[config.mk]
export PLATFORM = sky130hd
export DESIGN_NAME = csf_status_word
export DESIGN_NICKNAME = d
export VERILOG_FILES = /design/src/hdl/csf_pkg.sv /design/src/hdl/csf_flag_calc.sv /design/src/hdl/csf_parity.sv /design/src/hdl/csf_status_word.sv
export SDC_FILE = /design/constraint.sdc
export NUM_CORES = 1
export LEC_CHECK = 0
export BUFFER_PORTS_ARGS = -buffer_cell sky130_fd_sc_hd__buf_2
export CORE_ASPECT_RATIO = 1.25
export CORE_MARGIN = 2
export CORE_UTILIZATION = 60
export DETAILED_ROUTE_END_ITERATION = 16
export PLACE_DENSITY_LB_ADDON = 0.25
export SLEW_MARGIN = 15
export SYNTH_ARGS = -nofsm -noshare
export SYNTH_HDL_FRONTEND = slang
export SYNTH_SLANG_ARGS = --single-unit
[constraint.sdc]
create_clock -name clk_in -period 9.7 [get_ports clk_in]
set_input_delay 0.97 -clock clk_in [delete_from_list [all_inputs] [get_ports clk_in]]
set_output_delay 0.97 -clock clk_in [all_outputs]
set_load 0.01 [all_outputs]
[src/hdl/csf_pkg.sv]
// Operation
// (RL1) status word sits at direct address D0, bit addressable, resets to zero
// (RL2) bit 7 set on carry or borrow, cleared by other arithmetic
// (RL3) bit 6 set on carry into or borrow from upper nibble, else cleared
// (RL4) bits 5 and 1 change only by software writes
// (RL5) bits 4:3 pick register bank, base address is field times eight
// (RL6) bit 2 set on signed overflow of add, add with carry, subtract borrow
// (RL7) bit 2 set when product exceeds 255
// (RL8) bit 2 set on divide by zero
// (RL9) those five instructions clear bit 2 otherwise
// (RL10) bit 0 read only, one when accumulator has odd ones count
// (RL11) direct addresses from 80 reach registers, indirect ones reach data memory
// (RL12) parity follows accumulator continuously, writes to bit 0 ignored
package csf_pkg;
  localparam logic [7:0] CSF_STATUS_ADDR = 8'hD0;
  localparam logic [7:0] CSF_SFR_BASE = 8'h80;
  localparam logic [7:0] CSF_STATUS_RESET = 8'h00;
  localparam int CSF_CARRY_BIT = 7;
  localparam int CSF_AUX_BIT = 6;
  localparam int CSF_USER0_BIT = 5;
  localparam int CSF_BANK_HI_BIT = 4;
  localparam int CSF_BANK_LO_BIT = 3;
  localparam int CSF_EXCESS_BIT = 2;
  localparam int CSF_USER1_BIT = 1;
  localparam int CSF_PARITY_BIT = 0;
  localparam logic [15:0] CSF_BYTE_MAX = 16'h00FF;
  localparam int CSF_BANK_SHIFT = 3;

  typedef enum logic [2:0]
  {
    CSF_OP_NONE = 3'b000,
    CSF_OP_ADD = 3'b001,
    CSF_OP_SUM_WITH_CARRY = 3'b010,
    CSF_OP_SUBTRACT_BORROW = 3'b011,
    CSF_OP_PRODUCT = 3'b100,
    CSF_OP_DIV = 3'b101,
    CSF_OP_OTHER = 3'b110
  } csf_op_e;
endpackage

[src/hdl/csf_flag_calc.sv]
`timescale 1ns/10ps
module csf_flag_calc
  import csf_pkg::*;
(
  // operation and operands
  input wire csf_pkg::csf_op_e op_in,
  input wire logic [7:0] a_in,
  input wire logic [7:0] b_in,
  input wire logic carry_in,
  // new flag values and which ones to load
  output logic carry_out,
  output logic aux_out,
  output logic excess_out,
  output logic load_arith_out,
  output logic load_excess_out
);
  logic [8:0] sum;
  logic [4:0] low;
  logic [15:0] prod;
  logic cin;
  always_comb
  begin
    cin = (op_in == CSF_OP_ADD) ? 1'b0 : carry_in;
    carry_out = 1'b0;
    aux_out = 1'b0;
    excess_out = 1'b0;
    load_arith_out = 1'b0;
    load_excess_out = 1'b0;
    // widen before multiplying so the high byte of the product is kept
    prod = 16'(a_in) * 16'(b_in);
    sum = 9'h000;
    low = 5'h00;
    case (op_in)
      CSF_OP_ADD, CSF_OP_SUM_WITH_CARRY:
      begin
        sum = 9'(a_in) + 9'(b_in) + 9'(cin);
        low = 5'(a_in[3:0]) + 5'(b_in[3:0]) + 5'(cin);
        carry_out = sum[8]; // RL2
        aux_out = low[4]; // RL3
        excess_out = (a_in[7] == b_in[7]) && (sum[7] != a_in[7]); // RL6
        load_arith_out = 1'b1;
        load_excess_out = 1'b1;
      end
      CSF_OP_SUBTRACT_BORROW:
      begin
        sum = 9'(a_in) - 9'(b_in) - 9'(cin);
        low = 5'(a_in[3:0]) - 5'(b_in[3:0]) - 5'(cin);
        carry_out = sum[8]; // RL2
        aux_out = low[4]; // RL3
        excess_out = (a_in[7] != b_in[7]) && (sum[7] != a_in[7]); // RL6
        load_arith_out = 1'b1;
        load_excess_out = 1'b1;
      end
      CSF_OP_PRODUCT:
      begin
        // carry is cleared by multiply as an arithmetic operation
        excess_out = prod > CSF_BYTE_MAX; // RL7 RL9
        load_arith_out = 1'b1;
        load_excess_out = 1'b1;
      end
      CSF_OP_DIV:
      begin
        excess_out = (b_in == 8'h00); // RL8 RL9
        load_arith_out = 1'b1;
        load_excess_out = 1'b1;
      end
      default:
      begin
        load_arith_out = 1'b0;
      end
    endcase
  end
endmodule

[src/hdl/csf_parity.sv]
`timescale 1ns/10ps
module csf_parity
(
  // accumulator
  input wire logic [7:0] acc_in,
  // odd ones count
  output logic odd_out
);
  assign odd_out = ^acc_in; // RL10 RL12
endmodule

[src/hdl/csf_status_word.sv]
`timescale 1ns/10ps
module csf_status_word
  import csf_pkg::*;
(
  // clock and reset
  input wire logic clk_in,
  input wire logic reset_in,
  // direct register access
  input wire logic [7:0] addr_in,
  input wire logic direct_in,
  input wire logic wr_in,
  input wire logic [7:0] wdata_in,
  input wire logic bit_wr_in,
  input wire logic [2:0] bit_sel_in,
  input wire logic bit_val_in,
  // arithmetic outcome
  input wire csf_pkg::csf_op_e op_in,
  input wire logic [7:0] a_in,
  input wire logic [7:0] b_in,
  input wire logic [7:0] acc_in,
  // results
  output logic [7:0] rdata_out,
  output logic carry_out,
  output logic [4:0] bank_base_out,
  output logic [7:0] status_out
);
  import csf_pkg::*;

  logic [7:0] status;
  logic [7:0] next_status;
  logic [7:0] acc_q;
  logic parity;
  logic sel;
  logic c_new;
  logic aux_new;
  logic excess_new;
  logic ld_arith;
  logic ld_excess;

  csf_parity u_parity
  (
    .acc_in(acc_q),
    .odd_out(parity)
  );

  csf_flag_calc u_calc
  (
    .op_in(op_in),
    .a_in(a_in),
    .b_in(b_in),
    .carry_in(status[CSF_CARRY_BIT]),
    .carry_out(c_new),
    .aux_out(aux_new),
    .excess_out(excess_new),
    .load_arith_out(ld_arith),
    .load_excess_out(ld_excess)
  );

  // only direct accesses in the register range reach the word
  assign sel = direct_in && (addr_in >= CSF_SFR_BASE) && (addr_in == CSF_STATUS_ADDR); // RL11 RL1

  // the instruction outcome takes priority over a software write in the same cycle
  always_comb
  begin
    next_status = status;
    if (sel && wr_in)
    begin
      next_status = wdata_in; // RL4
    end
    if (sel && bit_wr_in)
    begin
      next_status[bit_sel_in] = bit_val_in; // RL1
    end
    if (ld_arith)
    begin
      next_status[CSF_CARRY_BIT] = c_new; // RL2
      next_status[CSF_AUX_BIT] = aux_new; // RL3
    end
    if (ld_excess)
    begin
      next_status[CSF_EXCESS_BIT] = excess_new; // RL6 RL9
    end
    next_status[CSF_PARITY_BIT] = 1'b0; // RL12
  end

  always_ff @(posedge clk_in)
  begin
    if (reset_in)
    begin
      status <= CSF_STATUS_RESET; // RL1
    end
    else
    begin
      status <= next_status;
    end
  end

  // accumulator is registered so parity comes from a flop; lags acc by one cycle
  always_ff @(posedge clk_in)
  begin
    if (reset_in)
    begin
      acc_q <= 8'h00;
    end
    else
    begin
      acc_q <= acc_in; // RL12
    end
  end

  always_ff @(posedge clk_in)
  begin
    if (reset_in)
    begin
      rdata_out <= 8'h00;
      carry_out <= 1'b0;
      bank_base_out <= 5'h00;
      status_out <= CSF_STATUS_RESET;
    end
    else
    begin
      rdata_out <= sel ? {next_status[7:1], ^acc_in} : 8'h00; // RL10
      carry_out <= next_status[CSF_CARRY_BIT];
      bank_base_out <= 5'({next_status[CSF_BANK_HI_BIT:CSF_BANK_LO_BIT], 3'b000}); // RL5
      status_out <= {next_status[7:1], ^acc_in}; // RL10
    end
  end

  wire [7:0] word_now = {status[7:1], parity};

  user_bits_a: assert property (@(posedge clk_in) disable iff (reset_in)
    !(sel && (wr_in || bit_wr_in)) |=> ({status[5], status[1]} == $past({status[5], status[1]}))) // RL4
    else $error("user flag changed without a write");
  parity_out_a: assert property (@(posedge clk_in) disable iff (reset_in)
    status_out[0] == ^acc_q) // RL10
    else $error("parity flag wrong");
  parity_ro_a: assert property (@(posedge clk_in) disable iff (reset_in) status[0] == 1'b0) // RL12
    else $error("parity bit stored");
  bank_base_a: assert property (@(posedge clk_in) disable iff (reset_in)
    bank_base_out == {status[4:3], 3'b000}) // RL5
    else $error("bank base mismatch");
  div_zero_a: assert property (@(posedge clk_in) disable iff (reset_in)
    (op_in == CSF_OP_DIV && b_in == 8'h00) |=> status[2]) // RL8
    else $error("divide by zero not flagged");
  mul_big_a: assert property (@(posedge clk_in) disable iff (reset_in)
    (op_in == CSF_OP_PRODUCT) |=> (status[2] == ($past(a_in) * $past(b_in) > 255) && !status[7])) // RL7
    else $error("multiply overflow wrong");
  add_carry_a: assert property (@(posedge clk_in) disable iff (reset_in)
    (op_in == CSF_OP_ADD) |=> (status[7] == (({1'b0, $past(a_in)} + {1'b0, $past(b_in)}) > 9'h0FF))) // RL2
    else $error("carry wrong after add");
  add_aux_a: assert property (@(posedge clk_in) disable iff (reset_in)
    (op_in == CSF_OP_ADD) |=> (status[6] == (($past(a_in[3:0]) + $past(b_in[3:0])) > 5'h0F))) // RL3
    else $error("aux carry wrong after add");
  add_ovf_a: assert property (@(posedge clk_in) disable iff (reset_in)
    (op_in == CSF_OP_ADD && a_in[7] == b_in[7]) |=> (status[2] == ($past(a_in[7]) != 8'($past(a_in) + $past(b_in)) >> 7))) // RL6
    else $error("signed overflow wrong");
  clear_ovf_a: assert property (@(posedge clk_in) disable iff (reset_in)
    (op_in == CSF_OP_DIV && b_in != 8'h00) |=> !status[2]) // RL9
    else $error("overflow not cleared");
  reset_word_a: assert property (@(posedge clk_in) $past(reset_in) |-> status == 8'h00) // RL1
    else $error("word not zero after reset");
  other_addr_a: assert property (@(posedge clk_in) disable iff (reset_in)
    (!direct_in && addr_in == CSF_STATUS_ADDR && wr_in && op_in == CSF_OP_NONE) |=> $stable(word_now[7:1])) // RL11
    else $error("indirect access reached word");
endmodule

Word level (Yosys, flattened, before mapping)
Cells that the tools add are included.

Bits in registers: 30. Logic and storage cells: 55.

$add $sub $neg: 8. $mul: 1. Magnitude comparators: 4. Equal/unequal tests: 10. Muxes and demuxes: 12. Bitwise gates (word level): 1. Reduce and logical (&&, ||, !) cells: 12.

Operators by type and width (count): > comparator 16 x 8 -> 1 bit, second input constant (1); multiplier 8 x 8 -> 16 bit (1); two-way mux 8 bit (2); adder 8 x 8 -> 9 bit (1); adder 9 x 1 -> 9 bit (1); subtractor 8 x 8 -> 9 bit (1); subtractor 9 x 1 -> 9 bit (1); bitwise mux 8 bit (1); == test 8 bit, second input constant (1); greater-or-equal comparator 8 bit, second input constant (1); logical NOT 8 bit (1); parity 8 bit (1); logical AND 1 bit (7); == test 3 x 2 -> 1 bit, second input constant (2); == test 3 bit, second input constant (2); adder 4 x 4 -> 5 bit (1); adder 5 x 1 -> 5 bit (1); OR reduction 5 bit (1); subtractor 4 x 4 -> 5 bit (1); subtractor 5 x 1 -> 5 bit (1); < comparator 3 x 4 -> 1 bit, second input constant (1); two-way mux 1 bit (4); one-hot mux 1 bit (2 select lines) (2); one-hot mux 1 bit (4 select lines) (1); 8 further kinds (11).

Depth between registers and ports, before layout
Gate-level depths: netlist of run 1.

Depth in word-level cells: 8. Depth in mapped cells: 18. Depth with buffers taken out: 17.

Modules after synthesis
From an unflattened synthesis of run 1, not the netlist that was laid out.

Cells, all modules: 436. Area, all modules: 3636.0 um^2.

By module, submodules not included: csf_flag_calc (times used 1, cells an instance 324, area an instance 2681.3 um^2); csf_status_word (times used 1, cells an instance 112, area an instance 954.7 um^2).

Worst setup path before layout of run 1
OpenSTA, ideal clock, no wires.

Path kind: input port to flip-flop. Start: input a_in[2]. End: register rdata_out[2]. Setup time: 0.136 ns. Arrival: 4.879 ns. Data required time: 9.564 ns. Slack: 4.686 ns. Cell stages on the path: 16. Path through: and2_1 > fa_1 > fa_1 > fa_1 > inv_1 > fa_1 > inv_1 > ha_1 > clkbuf_1 > inv_1 > a211oi_1 > o22a_1 > mux2i_1 > a41oi_1 > nor3b_1 > a211oi_1.

Word-level cells in the longest chain between the ends: 6. Elaborated cells on any way between the ends: 12. Those cells by class: add/sub (4); mul (1); order compare (1); eq/ne (2); mux (2); reduce/logical (2).

Ends and longest elaborated chain: start: declaration (line csf_status_word.sv:18) `input wire logic [7:0] a_in,`; parallel branches: the longest is 4 deep, another holds multiplier 8 x 8 -> 16 bit; one-hot mux 1 bit (4 select lines) * (line csf_flag_calc.sv:33) `case (op_in)`; two-way mux 1 bit * (line csf_status_word.sv:79) `if (ld_excess)`; end signal: assignment (line csf_status_word.sv:122) `rdata_out <= sel ? {next_status[7:1], ^acc_in} : 8'h00;`; end: declaration (line csf_status_word.sv:22) `output logic [7:0] rdata_out,`.

Every way passes the cells marked *. A chain may end at the register's enable or synchronous reset.

Final worst setup path of run 1
Start: input b_in[4]. End: register rdata_out[2].

Word-level cells in the longest chain between the ends: 6. Elaborated cells on any way between the ends: 13. Those cells by class: add/sub (4); mul (1); order compare (1); eq/ne (2); mux (2); reduce/logical (3).

Ends and longest elaborated chain: start: declaration (line csf_status_word.sv:19) `input wire logic [7:0] b_in,`; parallel branches: the longest is 4 deep, another holds multiplier 8 x 8 -> 16 bit; one-hot mux 1 bit (4 select lines) * (line csf_flag_calc.sv:33); two-way mux 1 bit * (line csf_status_word.sv:79).

Marks and branches as above.

==> impl_results.md, run 1 <==
- CTS Hold Buffers Added: 0
- Row count: 32
- Layout filler cell count: 554
- PD cells: 130 nW/um^2
- Critical path launch point type: input port
- Sequential cell area: 320 sq um
- YS warnings: 0
- Met3 wire len: 393 um
- Final setup vio count: 0
- CP dominant cell by count: fa_1
- Reg clk slew, reported paths: 0.06 ns
- Die height: ~90 um
- Adder-cell share of the synthesized area: 0.390
- Max_cap viols: 0
- Placer congestion estimate: 0.903
- Num CTS Buffers: 3
- CP max stage delay: between 0.5 and 0.6 ns
- Synth top area share: 0.205
- Synth area leaders: fa_1, ha_1, dfxtp_1, inv_1, and2_1
- Starting DRT DRC Count: ~160
- Finished Layout Cells: ~600
- Slew HR: 0.546
- Top Layer Used: met4
- Hold slack final: approximately 0.63 ns
- Post-Route Setup TNS: 0 ns
- Pre-CTS setup slack: 3.98 ns
- Initial antenna violation count: 0
- Critical Path Fanout Max: 10
- Tcrit/Tclk final: 0.566
- Worst slew pin tran: a little under 0.7 ns
- Hpwl dp: 7360 um
- Synthesized flop and latch total: 16
- Core Box Area: 6090 sq um
- Num ports: 74
- Max frequency: 182 MHz
- CTS Sinks: 16
- Count of cell types in the netlist: between 50 and 60
- Nets@finish: 663
- Worst Hold Class: flop to flop
- Clk_lat worst skew: 0.24 ns
- Final Hold Vio Count: 0
- # Post-CTS Setup Buffers: 0
- Layout cells sized above 1: 0.163
- Root buffer cell: clkbuf_8
- Final wirelength: around 8500 um
- Simple-gate share of the synthesized area: 0.224
- Total GRT Usage: 0.268
- Die Width: 74.4 um
- Clock skew: 0.00487 ns
- Area taken by multi-input logic gates: 3000 sq um
- Syn Area/Cell: 8.11 sq um
- Min Tclk post-route: 5.49 ns
- Unrepaired setup endpoints after global routing: false
- Largest net degree at the start of global routing: 17
- Mux cell area share after synthesis: 0.0313
- Synth Area in Compound Gates: 0.135
- Final setup margin: 4.21 ns
- Antenna viol nets, final: 0
- WS Path Type: input port to flop
- XOR/XNOR Fraction of Synth Area: 0.0236
- Met2 wire length: between 4000 and 5000 um
- DR pass1 iterations: 4
- Inserted Diodes: 0
- Ys async rst share: 0
- Outcome: completed
- CP bufs+invs: 3
- CP arrival: approximately 5.6 ns
- Synthesis-to-layout area growth: 11.0%
- Main synth FF type: dfxtp_1
- Synth area leader: fa_1
- Drt wl/cell: approximately 14 um
- Residual DRC: 0
- GRT overflow: 0
- Number of global-route vias before repair: 3349
- Vias per cell: 5.58
- Wire length of the first global-routing pass: 14800 um
- Post-Syn Area: 3710 sq um
- Max H-tree Level: 1
- Main combinational cell family by area after synthesis: adder cells
- Clock tree buffer depth: 2
- CTS tree: built
- CP max-delay cell: fa_1
- Final core utilization: 0.677
- Worst Path Required: 9.81 ns
- Cells after Synth: 458
- DP Cell Count: 598
- Seq/Total Area, Yosys: 0.0863
- Top Family by Delay on Critical Path: adder cells
- Post-synth EDFFs: 0
- Vias after detailed routing: 3356
- Die ar.: 6840 sq um
- Cell leakage power: around 2.2 nW
- Post-CTS sizing: 0
- CP Cell Sequence: buf_2, ha_1, fa_1, fa_1, fa_1, inv_1, fa_1, inv_1, ha_1, and2_1, o41ai_1, nand4_1, a211oi_1, a41oi_1, nor3b_1, a211oi_1
- Max IR drop VDD: 0.160 mV
- Port Buffers: 69
- Crit. End Element: flop
- Final Max Slew Viols: 0
- Metal1 wirelength: 3320 um
- Initial Util: 0.610
==> cell usage after synthesis, types with 2 or more instances <==
master / n
nor2_1: 31
nand4_1: 2
nor3_1: 12
o31a_1: 2
or3_1: 5
a211o_1: 2
o21ai_0: 15
o211ai_1: 4
nand2_1: 29
a22oi_1: 2
o221a_2: 2
xor2_1: 2
o311a_1: 2
nand3b_1: 4
nor3b_1: 5
fa_1: 38
clkbuf_1: 8
or2_2: 3
a21o_1: 3
xnor2_1: 8
dfxtp_1: 16
nand3_1: 7
or4_4: 2
a21oi_1: 18
inv_1: 82
o221ai_1: 3
nor2b_1: 5
a211oi_1: 7
mux2i_1: 9
buf_4: 6
o2111ai_1: 2
ha_1: 55
nand2b_1: 5
a31oi_1: 3
and2_1: 36
nor4_1: 4
==> stage by stage <==
step                      cell area (sq um)  total power [mW]
after CTS                              4120             0.539
after global routing                   4120             0.606
after global placement                 4080             0.473
after detailed placement               4080             0.490
after floorplan                        3720             0.390
final                                  4120             0.536
==> final cells by class <==
type,instances,share of cell area
Tap cell,85,0.0258
Sequential cell,16,0.0777
Multi-Input combinational cell,346,0.728
Inverter,82,0.0747
Clock buffer,3,0.0100
Timing Repair Buffer,69,0.0838
==> cells in the final DEF, fill, tap and decap left out, types with 3 or more instances in the layout <==
master / count
a211oi_1: 7
a21o_1: 3
a21oi_1: 18
a31oi_1: 3
and2_1: 36
buf_2: 69
clkbuf_8: 3
conb_1: 3
dfxtp_1: 16
fa_1: 38
ha_1: 55
inv_1: 82
mux2i_1: 9
nand2_1: 29
nand2b_1: 5
nand3_1: 7
nand3b_1: 4
nor2_1: 31
nor2b_1: 5
nor3_1: 12
nor3b_1: 5
nor4_1: 4
o211ai_1: 4
o21ai_0: 15
o221ai_1: 3
or2_2: 3
or3_1: 5
xnor2_1: 8
==> layer usage <==
metal / track usage / vias to the layer above
met5: 0 / -
met3: 0.0165 / 16
met4: 0.0670 / 0
met2: 0.507 / 87
met1: 0.320 / 1616
li1: - / 1637
==> cell families after synthesis <==
family / count (synthesis)
multiplexers: 11
flip-flops: 16
adder cells (fa/ha/maj): 93
XOR/XNOR: 10
AO/OA/AOI/OAI: 74
buffers and inverters: 98
other: 1
AND/OR/NAND/NOR: 155
==> sequential cells by signal, summed over array words and instances (netlist names) <==
signal,count
status,7
status_out,1
rdata_out,8
==> worst reg2reg max path, stage by stage (launching register included) <==
cell and delay, ns:
dfxtp_1 0.37, o21ai_0 0.17, fa_1 0.41, ha_1 0.28, nand2_1 0.08, a21oi_1 0.11, o31a_1 0.29, o21ai_0 0.22
a211oi_1 0.11, or3_1 0.38, nor3b_2 0.16
==> report_power, final <==
part           total (mW)  leakage (nW)  switching (mW)  internal [mW]
logic               0.419          2.01           0.246          0.173
clock network      0.0473        0.0216          0.0199         0.0274
registers          0.0692         0.130         0.00104         0.0681
==> path summary, 6_finish.rpt <==
path / from / to / slack, ns / cells past startpoint
max reg2reg: status[7]$_SDFF_PP0_ / rdata_out[7]$_SDFF_PP0_ / 7.00 / 10
min reg2reg: status[1]$_SDFF_PP0_ / status[1]$_SDFF_PP0_ / 0.63 / 4
max: b_in[4] / rdata_out[2]$_SDFF_PP0_ / 4.21 / 16
min: status[1]$_SDFF_PP0_ / status[1]$_SDFF_PP0_ / 0.63 / 4
Power figures use the tool's default switching activity.
==> run 2, diff against run 1 <==
Settings changed: ABC_AREA from default to 1, CORE_UTILIZATION 60 to 52.
Clock period 9.7 ns to 4.8 ns, I/O delays scaled along.
==> run 2 against run 1 <==
Compared with the run above:
- clock skew down 0.0034 ns
- first-iteration DRC count is 16% lower
- sequential power grew 100%
- sequential share of layout area is 0.36 points lower
- worst setup slack got worse by 3.7 ns
- synthesized cell count is 30% higher
- global-route usage is 5.2 points lower
- non-clock buffer count up 4
- synthesized area is 4.4% higher
- critical path type unchanged
- critical endpoint unchanged
==> impl_results.md, run 2 <==
- Combinational power share: 0.766
- Core Box Area: 7310 sq um
- Switching Share: 0.516
- Mux cell area share after synthesis: 0
- Synth cell count leaders: inv_1, nand2_1, ha_1
- Seq/Total Area, Yosys: 0.0827
- Worst Setup EP: rdata_out[2]$_SDFF_PP0_
- Max_cap viols: 0
- Reg2reg start: status[7]$_SDFF_PP0_
- Largest register FFs: 8
- CP arrival: 4.49 ns
- Hpwl dp: 7340 um
- Tcrit/Tclk final: 0.904
- XOR/XNOR Fraction of Synth Area: 0.0181
- Ys async rst share: 0
- Crit. End Element: flop
- PD cells: 257 nW/um^2
- WHS Path Cells: 2
- Max H-tree Level: 1
- Wire length of the first global-routing pass: 14200 um
- Max frequency: roughly 230 MHz
- Post-Syn Area: 3870 sq um
- DR pass1 iterations: 4
- Cell with the most instances after synthesis: inv_1
- Vias per cell: 4.81
- Outcome: completed
- Simple-gate share of the synthesized area: 0.286
- Num ports: 74
- Post-Route Setup TNS: 0 ns
- Synthesized flop and latch total: 16
- Max IR drop VDD: 0.208 mV
- Commonest non-fill, non-tap cells in the layout: inv_1, nand2_1, buf_2
- Critical Path Fanout Max: 9
- Initial Util: 0.530
- Switching power total: roughly 0.57 mW
- Main combinational cell family by area after synthesis: adder cells
- Area post-placement: around 4300 sq um
- YS warnings: 0
- Commonest non-fill, non-tap cell in the layout: inv_1
- Reg2reg setup slack: 2.58 ns
- Die Width: a little over 80 um
- Syn Area/Cell: 6.52 sq um
- Worst r2r dst: rdata_out[2]$_SDFF_PP0_
- Worst Hold Class: input port to flop
- Final wirelength: between 8000 and 9000 um
- Clock power share: 0.108
- Starting DRT DRC Count: around 130
- Pre-CTS setup slack: 0.170 ns
- Total GRT Usage: 0.216
- Vias after detailed routing: 3571
- Seq pwr share: 0.125
- Port Buffers: 69
- Layout cells sized above 1: 0.140
- Initial antenna violation count: 0
- Row count: 35
- Placer congestion estimate: 0.884
- Hold slack final: between 0.5 and 0.6 ns
- Number of global-route vias before repair: 3454
- Nets@finish: 797
- Count of cell types in the netlist: 35
- Internal power: between 0.5 and 0.6 mW
- Synth area leaders: fa_1, ha_1, inv_1, nand2_1, dfxtp_1
- Post-route cell area: 4320 sq um
- Synth area leader: fa_1
- Final setup margin: 0.463 ns
- Biggest regs: rdata_out x8, status x7, status_out x1
- Reg clk slew, reported paths: 0.06 ns
- Final Hold Vio Count: 0
- Post-CTS sizing: 0
- CTS Sinks: 16
- Reg2Reg Depth: 15
- Clock tree buffer depth: 2
- Die ar.: just over 8000 sq um
- Cell leakage power: 2.85 nW
- Drt wl/cell: 11.4 um
- Synthesis-to-layout area growth: 11.5%
- Num CTS Buffers: 3
- Post-synth EDFFs: 0
- Largest net degree at the start of global routing: 11
- Crit. Startpoint: a_in[4]
- Synth Area in Compound Gates: 0.0478
- Antenna viol nets, final: 0
- Inserted Diodes: 0
- Residual DRC: 0
- Main synth FF type: dfxtp_1
- GRT overflow: 0
- Clock skew: 0.00148 ns
- Min Tclk post-route: 4.34 ns
- Cells after Synth: 594
- Synth top area share: 0.196
- Critical path launch point type: input port
- CTS Hold Buffers Added: 0
- Largest register by flop count: rdata_out
- Worst Path Required: 4.96 ns
- Final setup vio count: 0
- Root buffer cell: clkbuf_8
- Unrepaired setup endpoints after global routing: false
- WS Path Type: input port to flop
- Die height: 101 um
- # Post-CTS Setup Buffers: 0
- Final Max Slew Viols: 0
- CTS tree: built
- Adder-cell share of the synthesized area: 0.374
- Clk_lat worst skew: around 0.25 ns
run 2: per-layer routing:
| layer | up-vias | wire length, um | GRT usage |
|---|---|---|---|
| met2 | 95 | 4520 | 0.423 |
| met3 | 17 | 313 | 0.0152 |
| li1 | 1850 | - | - |
| met1 | 1609 | 3430 | 0.245 |
| met5 | - | 0 | 0 |
| met4 | 0 | 182 | 0.0613 |
run 2: cell families (layout without fill, tap and decap cells):
group,after synthesis,after routing
and+or+nand+nor,255,255
buffers and inverters,190,245
adders and majority gates,93,93
AOI/OAI and AO/OA,31,31
DFF,16,16
xor gates and xnor gates,8,8
other,1,3
run 2: area by class of cell:
type / instances / area (sq um)
Clock buffer: 4 / 55.1
Inverter: 168 / 631
Sequential cell: 16 / 320
Timing Repair Buffer: 73 / 375
Fill cell: 734 / 2990
Multi-Input combinational cell: 390 / 2820
Tap cell: 92 / 115
run 2: metrics by stage:
| step | power [mW] | instances | util |
|---|---|---|---|
| after floorplan | 0.815 | 596 | - |
| final | 1.11 | 743 | 0.591 |
| after detailed placement | 0.993 | 739 | 0.583 |
| after global placement | 0.980 | 739 | 0.583 |
| after global routing | 1.27 | 743 | 0.591 |
| after CTS | 1.12 | 743 | 0.591 |
run 2: worst min-delay path by stage:
stage | start | to | slack (ns)
6_report | reset_in | status[4]$_SDFF_PP0_ | 0.52
5_1_grt | reset_in | status[4]$_SDFF_PP0_ | 0.53
4_1_cts | reset_in | status[4]$_SDFF_PP0_ | 0.52
3_5_place_dp | status[3]$_SDFF_PP0_ | rdata_out[3]$_SDFF_PP0_ | 0.65
3_3_place_gp | status[3]$_SDFF_PP0_ | status[3]$_SDFF_PP0_ | 0.63
2_1_floorplan | status[3]$_SDFF_PP0_ | rdata_out[3]$_SDFF_PP0_ | 0.64
run 2: power by group through the flow:
stage,logic (mW),registers (mW),clock network (mW)
2_1_floorplan,0.671,0.144,0
3_3_place_gp,0.839,0.142,0
3_5_place_dp,0.852,0.142,0
4_1_cts,0.861,0.139,0.123
5_1_grt,1.00,0.139,0.126
6_report,0.851,0.139,0.120
run 2: worst max-delay path: stages:
cell	delay [ns]
buf_2	0.17
ha_1	0.25
fa_1	0.56
fa_1	0.45
fa_1	0.54
inv_1	0.05
fa_1	0.52
inv_1	0.04
ha_1	0.34
nand2_1	0.12
inv_1	0.05
nand2_1	0.06
nand2_1	0.07
nand2_1	0.09
nand3_1	0.08
nand2_1	0.06
nand2_1	0.04
nor2_1	0.09
nand3_1	0.14
nand2_1	0.09
nand3_1	0.08
nand2_1	0.07
inv_1	0.03
==> run 3, diff against run 2 <==
Settings changed: CORE_UTILIZATION 52 to 34.
==> run 3 against run 2 <==
Compared with the run above:
- first-iteration DRC count is 6.1% higher
- sequential share of layout area fell by 0.17 points
- hold slack better by 0.0091 ns
- worst setup slack lost 0.11 ns
- design area is 2.4% higher
- via count grew 0.20%
- clock-buffer cell count unchanged
- combinational power increased by 0.7%
- die area increased by 50%
- critical path type unchanged
- largest power group unchanged
==> impl_results.md, run 3 (synthesis gave the netlist of run 2 again) <==
- Outcome: completed
- WS Path Type: input port to flop
- Final Max Slew Viols: 0
- Max_cap viols: 0
- CP dominant cell by count: nand2_1
- Vias per cell: 4.54
- Post-route cell area: 4420 sq um
- Min Tclk post-route: 4.45 ns
- Finished Layout Cells: 788
- Worst Setup EP: rdata_out[2]$_SDFF_PP0_
- Reg2reg setup slack: 2.51 ns
- Vias after detailed routing: 3578
- Num ports: 74
- Die height: 123 um
- CP max-delay cell: fa_1
- Max frequency: 225 MHz
- Critical Path Fanout Max: 7
- Reg clk slew, reported paths: about 0.050 ns
- DR pass1 iterations: 4
- Row count: 43
- Initial antenna violation count: 0
- Layout cells sized above 1: 0.142
- CTS Hold Buffers Added: 0
- Layout filler cell count: 1197
- Clock skew: 0.00123 ns
- Num CTS Buffers: 3
- GRT overflow: 0
- Max IR drop VDD: 0.175 mV
- Crit. Startpoint: a_in[4]
- Final Hold Vio Count: 0
- CTS tree: built
- Unrepaired setup endpoints after global routing: false
- Total GRT Usage: 0.148
- Antenna viol nets, final: 0
- Commonest non-fill, non-tap cells in the layout: inv_1, nand2_1, buf_2
- Max H-tree Level: 1
- Area post-placement: around 4300 sq um
- Reg2Reg Depth: 15
- Final wirelength: 8820 um
- Largest net degree at the start of global routing: 11
- Pre-CTS setup slack: 0.0763 ns
- Starting DRT DRC Count: 140
- Cell leakage power: around 2.9 nW
- Nets@finish: 799
- Wire length of the first global-routing pass: 15300 um
- Die ar.: 12300 sq um
- Number of global-route vias before repair: 3588
- CTS Sinks: 16
- Total Power: 1.17 mW
- Area taken by multi-input logic gates: 2820 sq um
- Initial Util: 0.350
- Root buffer cell: clkbuf_16
- CP Cell Sequence: buf_2, ha_1, fa_1, fa_1, fa_1, inv_1, fa_1, inv_1, ha_1, nand2_1, nor2_1, nand2_1, nand2_1, nand2_1, nand2_1, nand2_1, nor2_1, nand3_1, nand2_1, nand3_1, nand2_1, inv_1
- CP max stage delay: ~0.56 ns
- Final setup vio count: 0
- Port Buffers: 69
- # Post-CTS Setup Buffers: 0
- Tcrit/Tclk final: 0.926
- Drt wl/cell: 11.2 um
- Clock tree buffer depth: 2
- Post-Route Setup TNS: 0 ns
- PD cells: roughly 270 nW/um^2
- Reg2reg start: status[7]$_SDFF_PP0_
- Worst r2r dst: rdata_out[2]$_SDFF_PP0_
- Largest register FFs: 8
- Clk_lat worst skew: 0.24 ns
- Critical path launch point type: input port
- Hpwl dp: 7780 um
- Core Box Area: 11100 sq um
- Sequential cell area: 320 sq um
- Inserted Diodes: 0
- CP arrival: ~4.6 ns
- Largest register by flop count: rdata_out
- Crit. End Element: flop
- Biggest regs: rdata_out x8, status x7, status_out x1
- Hold path start: reset_in
- Die Width: 99.5 um
- Commonest non-fill, non-tap cell in the layout: inv_1
- Post-CTS sizing: 0
- Worst Hold Class: input port to flop
- Residual DRC: 0
- Synthesis-to-layout area growth: 14.1%
- DP Cell Count: 784
- Worst Path Required: 4.95 ns
- Final setup margin: roughly 0.35 ns
- Placer congestion estimate: 0.830
==> run 3: changes by cell type in the layout (fill, tap and decap cells not counted), sizes merged <==
cell	previous run	this run
buf	73	75
==> run 3: report_power, final <==
part           switching [mW]  internal (mW)
clock network          0.0519          0.127
registers             0.00211          0.137
logic                   0.527          0.330
==> run 3: metal layers <==
layer / global-route usage / vias up / part of all wire
li1: - / 1846 / -
met2: 0.287 / 86 / 0.52
met4: 0.0188 / 0 / 0.0070
met1: 0.179 / 1638 / 0.42
met5: 0 / - / 0
met3: 0.0198 / 8 / 0.052
==> run 3: worst min path at each step <==
stage,cells after the start,slack (ns),to
2_1_floorplan,4,0.64,rdata_out[3]$_SDFF_PP0_
3_3_place_gp,4,0.62,status[3]$_SDFF_PP0_
3_5_place_dp,4,0.64,status[3]$_SDFF_PP0_
4_1_cts,2,0.53,status[4]$_SDFF_PP0_
5_1_grt,2,0.56,status[4]$_SDFF_PP0_
6_report,2,0.53,status[4]$_SDFF_PP0_
==> run 3: area by class of cell <==
class	count	share of cell area
multi-input combinational	390	0.638
clock buffer	4	0.0201
inverter	168	0.143
tap	135	0.0382
timing repair buffer	75	0.0883
sequential	16	0.0724
==> run 3: worst max-delay path: cells and delay by family <==
kind / cells / cell delay (ns)
adder cells (fa/ha/maj): 6 / 2.69
AND/OR/NAND/NOR: 12 / 1.14
buffers and inverters: 4 / 0.27
==> run 3: through the flow <==
stage | util | hold WS [ns]
floorplan | - | 0.639
global placement | 0.391 | 0.618
detailed placement | 0.391 | 0.644
CTS | 0.399 | 0.530
global route | 0.399 | 0.560
finish | 0.399 | 0.525
